--- src/hw/ppad_pkg.sv ---
// constants shared by the parallel port address decoder
package ppad_pkg;
  // ==========================================================
  // host i/o address space
  localparam logic [15:0] slot_area_start   = 16'hC000;
  localparam logic [15:0] slot_window_span  = 16'h0020;
  localparam logic [15:0] off_config        = 16'h0000;
  localparam logic [15:0] off_module_id     = 16'h0001;
  localparam logic [15:0] off_port_first    = 16'h0010;
  localparam logic [15:0] off_port_last     = 16'h0017;
  localparam logic [15:0] legacy_base_378   = 16'h0378;
  localparam logic [15:0] legacy_last_378   = 16'h037F;
  localparam logic [15:0] legacy_base_278   = 16'h0278;
  localparam logic [15:0] legacy_last_278   = 16'h027F;
  localparam logic [15:0] legacy_base_3bc   = 16'h03BC;
  localparam logic [15:0] legacy_last_3bc   = 16'h03BE;

  // ==========================================================
  // configuration register layout
  localparam int          select_lsb        = 0;
  localparam int          select_msb        = 1;
  localparam logic [5:0]  config_upper_read = 6'h3F;
  localparam logic [7:0]  unmapped_read     = 8'h00;

  // legacy address select encodings
  typedef enum logic [1:0] {
    sel_slot_only = 2'h0,
    sel_378       = 2'h1,
    sel_278       = 2'h2,
    sel_3bc       = 2'h3
  } legacy_sel_t;
  localparam legacy_sel_t select_reset = sel_slot_only;

  // ==========================================================
  // parallel port register indices and resets
  localparam logic [2:0] pp_data    = 3'h0;
  localparam logic [2:0] pp_status  = 3'h1;
  localparam logic [2:0] pp_control = 3'h2;
  localparam logic [7:0] pp_data_reset    = 8'h00;
  localparam logic [5:0] pp_control_reset = 6'h00;
  localparam logic [7:0] pp_spare_read    = 8'hFF;
  localparam logic [2:0] pp_status_low    = 3'h7;
  localparam int ctl_strobe = 0;
  localparam int ctl_autofd = 1;
  localparam int ctl_init   = 2;
  localparam int ctl_selin  = 3;
  localparam int ctl_irq_en = 4;
  localparam int ctl_dir_in = 5;
endpackage

--- src/hw/pp_access_if.sv ---
// register access carrier between decoder and parallel port core
interface pp_access_if;
  logic       rd;     // one-cycle read strobe
  logic       wr;     // one-cycle write strobe
  logic [2:0] index;  // register index within the port
  logic [7:0] wdata;  // write data
  logic [7:0] rdata;  // combinational read data

  modport decoder (output rd, output wr, output index, output wdata,
                   input rdata);
  modport port    (input rd, input wr, input index, input wdata,
                   output rdata);
endinterface

--- src/hw/parallel_port_core.sv ---
// standard parallel port register set with pin logic and interrupt
module parallel_port_core (
  input  wire logic       sys_clk,         // host bus clock
  input  wire logic       reset,           // async, active high
  pp_access_if.port       acc,             // register access
  input  wire logic [7:0] pin_data_in,     // data pins, sensed
  output logic      [7:0] pin_data_out,    // data pins, driven
  output logic            pin_data_oe_n,   // low while driving
  output logic            pin_strobe_n,    // strobe, active low
  output logic            pin_autofd_n,    // auto feed, active low
  output logic            pin_init_n,      // printer reset, active low
  output logic            pin_selin_n,     // select in, active low
  input  wire logic       pin_ack_n,       // acknowledge, active low
  input  wire logic       pin_busy,        // busy
  input  wire logic       pin_paper_end,   // paper end
  input  wire logic       pin_select,      // select
  input  wire logic       pin_error_n,     // error, active low
  output logic            module_irq_line  // interrupt request
);
  logic [12:0] sync_a;
  logic [12:0] sync_b;
  logic [7:0]  data_latch;
  logic [5:0]  control;
  logic        ack_prev;
  logic        irq_pend;
  logic        ack_fall;
  logic        status_rd;
  logic [7:0]  status_word;

  // ==========================================================
  // two-stage synchronisers for all pin inputs
  always_ff @(posedge sys_clk or posedge reset) begin
    if (reset) begin
      sync_a <= '0;
      sync_b <= '0;
    end else begin
      sync_a <= {pin_data_in, pin_ack_n, pin_busy, pin_paper_end,
                 pin_select, pin_error_n};
      sync_b <= sync_a;
    end
  end

  // decoded events and status image
  assign ack_fall    = ack_prev & ~sync_b[4];
  assign status_rd   = acc.rd & (acc.index == ppad_pkg::pp_status);
  assign status_word = {~sync_b[3], sync_b[4], sync_b[2], sync_b[1],
                        sync_b[0], ppad_pkg::pp_status_low};

  // read data selection
  always_comb begin
    case (acc.index)
      ppad_pkg::pp_data:
        acc.rdata = control[ppad_pkg::ctl_dir_in] ? sync_b[12:5]
                                                  : data_latch;
      ppad_pkg::pp_status:  acc.rdata = status_word;
      ppad_pkg::pp_control: acc.rdata = {2'b11, control};
      default:              acc.rdata = ppad_pkg::pp_spare_read;
    endcase
  end

  // ==========================================================
  // data and control registers, pins driven from flops
  always_ff @(posedge sys_clk or posedge reset) begin
    if (reset) begin
      data_latch    <= ppad_pkg::pp_data_reset;
      control       <= ppad_pkg::pp_control_reset;
      pin_data_out  <= ppad_pkg::pp_data_reset;
      pin_data_oe_n <= 1'b0;
      pin_strobe_n  <= 1'b1;
      pin_autofd_n  <= 1'b1;
      pin_init_n    <= 1'b1;
      pin_selin_n   <= 1'b1;
    end else if (acc.wr) begin
      if (acc.index == ppad_pkg::pp_data) begin
        data_latch   <= acc.wdata;
        pin_data_out <= acc.wdata;
      end
      if (acc.index == ppad_pkg::pp_control) begin
        control       <= acc.wdata[5:0];
        pin_data_oe_n <= acc.wdata[ppad_pkg::ctl_dir_in];
        pin_strobe_n  <= ~acc.wdata[ppad_pkg::ctl_strobe];
        pin_autofd_n  <= ~acc.wdata[ppad_pkg::ctl_autofd];
        pin_init_n    <= acc.wdata[ppad_pkg::ctl_init];
        pin_selin_n   <= ~acc.wdata[ppad_pkg::ctl_selin];
      end
    end
  end

  // ==========================================================
  // acknowledge edge latches the request; set wins over read clear
  // ack_prev resets low like the synchroniser: no false edge after reset
  always_ff @(posedge sys_clk or posedge reset) begin
    if (reset) begin
      ack_prev        <= 1'b0;
      irq_pend        <= 1'b0;
      module_irq_line <= 1'b0;
    end else begin
      ack_prev <= sync_b[4];
      if (ack_fall & control[ppad_pkg::ctl_irq_en])
        irq_pend <= 1'b1;
      else if (status_rd)
        irq_pend <= 1'b0;
      module_irq_line <= irq_pend & control[ppad_pkg::ctl_irq_en];
    end
  end
endmodule

--- src/hw/parallel_port_address_decoder.sv ---
// host i/o decoder, configuration register and id for the port module
// ============================================================
module parallel_port_address_decoder #(
  parameter logic [7:0] module_id_code = 8'h5A  // arbitrary value
) (
  input  wire logic        sys_clk,         // host bus clock, 125 MHz
  input  wire logic        reset,           // async, active high
  input  wire logic [15:0] slot_base,       // slot-dependent base
  input  wire logic [15:0] io_addr,         // host i/o address
  input  wire logic        io_rd,           // one-cycle read strobe
  input  wire logic        io_wr,           // one-cycle write strobe
  input  wire logic [7:0]  io_wdata,        // host write data
  output logic      [7:0]  io_rdata,        // read data, next cycle
  output logic             io_ack,          // access claimed, pulse
  input  wire logic [7:0]  pin_data_in,     // data pins, sensed
  output logic      [7:0]  pin_data_out,    // data pins, driven
  output logic             pin_data_oe_n,   // low while driving
  output logic             pin_strobe_n,    // strobe, active low
  output logic             pin_autofd_n,    // auto feed, active low
  output logic             pin_init_n,      // printer reset, active low
  output logic             pin_selin_n,     // select in, active low
  input  wire logic        pin_ack_n,       // acknowledge, active low
  input  wire logic        pin_busy,        // busy
  input  wire logic        pin_paper_end,   // paper end
  input  wire logic        pin_select,      // select
  input  wire logic        pin_error_n,     // error, active low
  output logic             module_irq_line, // interrupt request
  output logic      [1:0]  legacy_address_select // current setting
);
  pp_access_if acc ();

  logic [15:0] slot_off;
  logic        in_slot;
  logic        hit_config;
  logic        hit_id;
  logic        hit_slot_port;
  logic [15:0] leg_base;
  logic [15:0] leg_last;
  logic [15:0] leg_off;
  logic        hit_legacy;
  logic        hit_port;
  logic        hit_any;
  logic [2:0]  port_index;
  logic [7:0]  config_read;
  logic [7:0]  next_rdata;

  // ==========================================================
  // slot area decode: offset relative to slot base
  assign slot_off   = io_addr - slot_base;
  assign in_slot    = (io_addr >= ppad_pkg::slot_area_start) &
                      (io_addr >= slot_base) &
                      (slot_off < ppad_pkg::slot_window_span);
  assign hit_config = in_slot & (slot_off == ppad_pkg::off_config);
  assign hit_id     = in_slot & (slot_off == ppad_pkg::off_module_id);
  assign hit_slot_port = in_slot &
                         (slot_off >= ppad_pkg::off_port_first) &
                         (slot_off <= ppad_pkg::off_port_last);

  // ==========================================================
  // legacy window chosen by the select field
  always_comb begin
    case (legacy_address_select)
      ppad_pkg::sel_378: begin
        leg_base = ppad_pkg::legacy_base_378;
        leg_last = ppad_pkg::legacy_last_378;
      end
      ppad_pkg::sel_278: begin
        leg_base = ppad_pkg::legacy_base_278;
        leg_last = ppad_pkg::legacy_last_278;
      end
      ppad_pkg::sel_3bc: begin
        leg_base = ppad_pkg::legacy_base_3bc;
        leg_last = ppad_pkg::legacy_last_3bc;
      end
      default: begin
        leg_base = ppad_pkg::legacy_base_378;
        leg_last = ppad_pkg::legacy_last_378;
      end
    endcase
  end

  // legacy hit is suppressed while slot-only is selected
  assign leg_off    = io_addr - leg_base;
  assign hit_legacy = (legacy_address_select != ppad_pkg::sel_slot_only) &
                      (io_addr >= leg_base) &
                      (io_addr <= leg_last);

  // port index from whichever window hit; slot wins
  assign hit_port   = hit_slot_port | hit_legacy;
  assign port_index = hit_slot_port ? slot_off[2:0] : leg_off[2:0];
  assign hit_any    = hit_config | hit_id | hit_port;

  // ==========================================================
  // access to the port core
  assign acc.rd    = io_rd & hit_port;
  assign acc.wr    = io_wr & hit_port;
  assign acc.index = port_index;
  assign acc.wdata = io_wdata;

  // read image of the configuration register
  assign config_read = {ppad_pkg::config_upper_read,
                        legacy_address_select};

  // read data selection
  assign next_rdata = hit_config ? config_read :
                      hit_id     ? module_id_code :
                      hit_port   ? acc.rdata :
                                   ppad_pkg::unmapped_read;

  // ==========================================================
  // configuration register: only the select bits are stored
  always_ff @(posedge sys_clk or posedge reset) begin
    if (reset)
      legacy_address_select <= ppad_pkg::select_reset;
    else if (io_wr & hit_config)
      legacy_address_select <=
        io_wdata[ppad_pkg::select_msb:ppad_pkg::select_lsb];
  end

  // answer one cycle after the strobe
  always_ff @(posedge sys_clk or posedge reset) begin
    if (reset) begin
      io_rdata <= ppad_pkg::unmapped_read;
      io_ack   <= 1'b0;
    end else begin
      io_ack   <= (io_rd | io_wr) & hit_any;
      io_rdata <= (io_rd & hit_any) ? next_rdata
                                    : ppad_pkg::unmapped_read;
    end
  end

  // parallel port controller
  parallel_port_core core (
    .sys_clk         (sys_clk),
    .reset           (reset),
    .acc             (acc),
    .pin_data_in     (pin_data_in),
    .pin_data_out    (pin_data_out),
    .pin_data_oe_n   (pin_data_oe_n),
    .pin_strobe_n    (pin_strobe_n),
    .pin_autofd_n    (pin_autofd_n),
    .pin_init_n      (pin_init_n),
    .pin_selin_n     (pin_selin_n),
    .pin_ack_n       (pin_ack_n),
    .pin_busy        (pin_busy),
    .pin_paper_end   (pin_paper_end),
    .pin_select      (pin_select),
    .pin_error_n     (pin_error_n),
    .module_irq_line (module_irq_line)
  );
endmodule

--- config.mk ---
export PLATFORM = sky130hd
export DESIGN_NAME = parallel_port_address_decoder
export DESIGN_NICKNAME = d
export VERILOG_FILES = /design/src/hw/ppad_pkg.sv /design/src/hw/pp_access_if.sv /design/src/hw/parallel_port_core.sv /design/src/hw/parallel_port_address_decoder.sv
export SDC_FILE = /design/constraint.sdc
export NUM_CORES = 1
export LEC_CHECK = 0
export BUFFER_PORTS_ARGS = -buffer_cell sky130_fd_sc_hd__buf_4
export CELL_PAD_IN_SITES_DETAIL_PLACEMENT = 1
export CELL_PAD_IN_SITES_GLOBAL_PLACEMENT = 1
export CORE_UTILIZATION = 37
export DETAILED_ROUTE_END_ITERATION = 6
export PLACE_DENSITY = 0.76
export SYNTH_ARGS = -nofsm -noshare
export SYNTH_HDL_FRONTEND = slang
export SYNTH_SLANG_ARGS = --single-unit
--- constraint.sdc ---
create_clock -name sys_clk -period 2.2 [get_ports sys_clk]
set_input_delay 0.11 -clock sys_clk [delete_from_list [all_inputs] [get_ports sys_clk]]
set_output_delay 0.11 -clock sys_clk [all_outputs]
set_load 0.02 [all_outputs]
==> key figures <==
Run status
  – Run status: complete, but fails checks
  – Failing checks: setup timing

Yosys
  – Post-synthesis average cell area: 10.4 µm²
  – Async set-or-reset flop fraction in the synthesized netlist: 100%
  – Main combinational cell family by area after synthesis: compound AO/OA/AOI/OAI gates
  – Sequential-to-total area share from yosys stat: 43.1%
  – Post-synthesis adder-cell area fraction: 8.37%
  – Synthesized area: 0.00338 mm²
  – Share of cell area taken by muxes after synthesis: 11.0%
  – Most used DFF post-synth: dfrtp_1
  – Post-synthesis cell count: 324
  – Xor-xnor portion of the synthesized cell area: 1.30%
  – Post-synthesis cell type count: 67
  – Simple logic cell fraction of the synthesized area: 14.7%
  – Number of enable-type register cells in the synthesized netlist: 0
  – Yosys Warn Count: 0
  – FF+latch count, synth: 58
  – Compound-gate portion of the synthesized area: 17.7%
  – Post-synthesis net count: 403

STA
  – Highest clock frequency the design can meet: 287 MHz
  – Slew Viols, Final: 0
  – Setup Skew: 13.4 ps
  – Setup repair after global routing missed its margin: yes
  – Relative slew margins: 59.9%
  – Final worst path period need: 3490 ps
  – Count of endpoints failing setup in the final report: 30
  – Slack of the critical path: -1290 ps
  – Post-route clock period utilization: 159%
  – Worst slew pin tran: 595 ps
  – Final number of hold-violating endpoints: 0

Pwr
  – Internal cell power: 2.19 mW
  – Sequential share of power: 35.8%
  – Switch Pwr: 0.891 mW
  – Cell Pwr Density: 532 mW/mm²
  – Maximum resistive drop on vdd: 0.000547 V
  – Switching portion of total power: 28.9%
  – Clock Power Share: 36.2%
  – Fraction of power consumed by combinational cells: 28.1%
  – Static Leakage: 2.85 nW

Critical path
  – Reg-to-reg critical path startpoint: legacy_address_select[1]$_DFFE_PP0P_
  – Maximum fanout along the worst path: 4
  – Critical Path Start: io_addr[0]
  – Cells along the critical path: buf_12, inv_12, ha_4, fa_2, nand2b_4, a21oi_4, o21ai_0, and3_1, a2111oi_4, nand4bb_4, or3_4, mux2_4, mux2_2, o21ai_2, a21oi_1
  – Data arrival time at the worst-slack endpoint: 3680 ps
  – CP required: 2390 ps
  – Kind of end point of the critical path: register
  – Crit-path max cell delay: 480 ps
  – Setup CP Type: in -> reg
  – Crit path buf inv count: 2
  – Kind of start point of the critical path: input port
  – Slowest-stage cell, CP: or3_4
  – Family of cells with the greatest summed delay on the critical path: simple AND/OR/NAND/NOR gates

Clocking
  – Cell at the root of the clock tree: clkbuf_8
  – Cts bufs inserted: 9
  – Maximum buffer depth of the clock tree: 2
  – TritonCTS clock tree: yes
  – Latest clock arrival within the worst-skew pair: 340 ps
  – H-tree lvl count: 3
  – Sinks on the clock net: 58
  – Clock slew seen by the registers of the worst setup and hold paths: 70 ps

Finish
  – Filler Cell Count: 911
  – Layout cells sized above 1: 54.3%
  – Final #Nets: 619
  – Area overhead of the layout relative to synthesis: 71.7%
  – Final Instance Area: 0.00580 mm²
  – Antenna diode instance count: 0

GRT
  – Vias in the first global route: 4141
  – Antenna violations before repair: 0
  – Aggregate global-route resource usage: 29.6%
  – Maximum number of pins on one net before global-route repair: 31
  – Overflow left after global routing: 0
  – Global-route wire length before repair: 21700 µm

Floorplanning
  – Die height: 97.6 µm
  – Area inside the core boundary: 0.00876 mm²
  – Effective utilization at floorplan: 38.6%
  – Number of ports placed on the die boundary: 82
  – Cell row count: 34
  – Area of the die: 0.00952 mm²
  – Die extent in x: 97.6 µm

Worst hold path
  – Worst hold-check path type: in -> reg
  – Origin of the worst min-delay path: io_wdata[5]

Placement
  – Number of I/O port buffers: 81
  – Final weighted congestion in routability-driven placement: 0.830
  – Post-Place Setup Slack: -1460 ps
  – Post-DP Area: 0.00496 mm²
  – HPWL reported at the end of detailed placement: 8920 µm

Drt
  – Detailed-route wire length per cell: 24.9 µm
  – Count of nets left with antenna violations after detail routing: 0
  – First-iteration detailed-routing DRC count: 278
  – Vias post-DR: 3753
  – Total detailed-routing wirelength: 16300 µm
  – Vias/cell: 5.75
  – Remaining design rule violation count: 0
  – Router iterations before antenna repair: 7

Flow run
  – Reported max-cap violation count: 0
-- worst paths after layout --
check | endpoint | slack, ps | cells past startpoint
max in group asynchronous | core.pin_autofd_n$_DFFE_PP1P_ | 1150 | 4
worst max-delay path | io_rdata[5]$_DFF_PP0_ | -1290 | 15
min in group asynchronous | core.sync_a[2]$_DFF_PP0_ | 400 | 3
worst max register to register | io_rdata[5]$_DFF_PP0_ | -900 | 11
worst min-delay path | core.data_latch[5]$_DFFE_PP0P_ | 20 | 2
worst min register to register | core.sync_b[3]$_DFF_PP0_ | 340 | 0
-- worst reg2reg max path, cell delays in order (launching register included) --
cell       delay, ps
dfrtp_1          400
buf_4            160
nor2b_1          130
ha_1             270
o2111ai_1         90
nor3_1           370
nand3_1          390
nor2b_2          330
o21ai_1          150
nand2_1          200
buf_4            240
a21oi_1          270
-- registers in the layout, indices dropped and copies added, names as in the netlist, 2 cells and up --
name                   cells
core.control               6
io_rdata                   8
core.data_latch            8
legacy_address_select      2
core.sync_b               13
core.sync_a               13
-- Yosys cell counts (all sizes together), types with 6 or more instances --
library cell	n	share of area, %
o21ai	18	2.7
mux2	22	7.7
mux2i	10	3.3
nand3	9	1.3
nor2	16	1.8
nor3	6	0.89
ha	21	7.8
dfrtp	54	40
a21oi	27	4.2
inv	27	3.0
a21o	7	1.6
nand2	25	2.8
-- timing repair --
action	4_1_cts	5_1_grt
setup endpoints to repair	30	30
hold buffers	19	0
endpoints found under the hold margin	46	0
buffers inserted	14	6
resized for setup	47	18
cloned	1	0
pin swaps	30	14
-- per-layer routing --
layer  share of wire [%]  track usage [%]
met1                  37             32.2
met5                   0                0
met4                 6.1             15.2
met2                  51             54.2
met3                 5.8             5.68
-- through the flow --
stage	TNS [ps]	utilization [%]	hold slack, ps	std cells	total power, mW
final	-31840	66.2	22.1	653	3.08
after global routing	-33880	66.2	12.6	653	3.19
after CTS	-23530	64.6	9.45	647	2.98
after detailed placement	-38350	56.6	217	597	1.80
after global placement	-34380	56.6	207	597	1.76
after floorplan	-26250	-	141	324	1.46
-- power groups by stage --
stage,clock (mW),sequential (mW),combinational (mW)
finish,1.12,1.10,0.866
global route,1.18,1.11,0.907
CTS,1.12,1.10,0.759
detailed placement,0,1.12,0.673
global placement,0,1.12,0.644
floorplan,0,1.12,0.339
-- final cells by class --
cell class                 instances  area, µm²  share of cell area (%)
multi-input combinational        234       2170                    37.4
timing repair buffer             210       1710                    29.4
sequential                        58       1460                    25.1
clock buffer                      11        141                    2.44
tap                              108        135                    2.33
inverter                          27        116                    2.01
clock inverter                     5       78.8                    1.36
-- layout by cell type (no fill, tap or decap), drive strengths merged, types with 9 or more instances in the layout --
cell         synthesis  layout
mux2i               10      10
clkbuf               2      11
mux2                22      22
inv                 27      27
nor2                16      16
dfrtp               54      54
nand3                9       9
a21oi               27      27
nand2               25      25
o21ai               18      18
dlygate4sd3          0      19
buf                  3     191
ha                  21      21
-- logic make-up (layout without fill, tap and decap cells) --
logic type	count (synthesis)	after routing
flops	58	58
mux	32	32
buf+inv	32	253
simple gates	88	88
compound gates	87	87
fa+ha+maj	22	22
xor+xnor	5	5
Power figures use the tool's default switching activity.
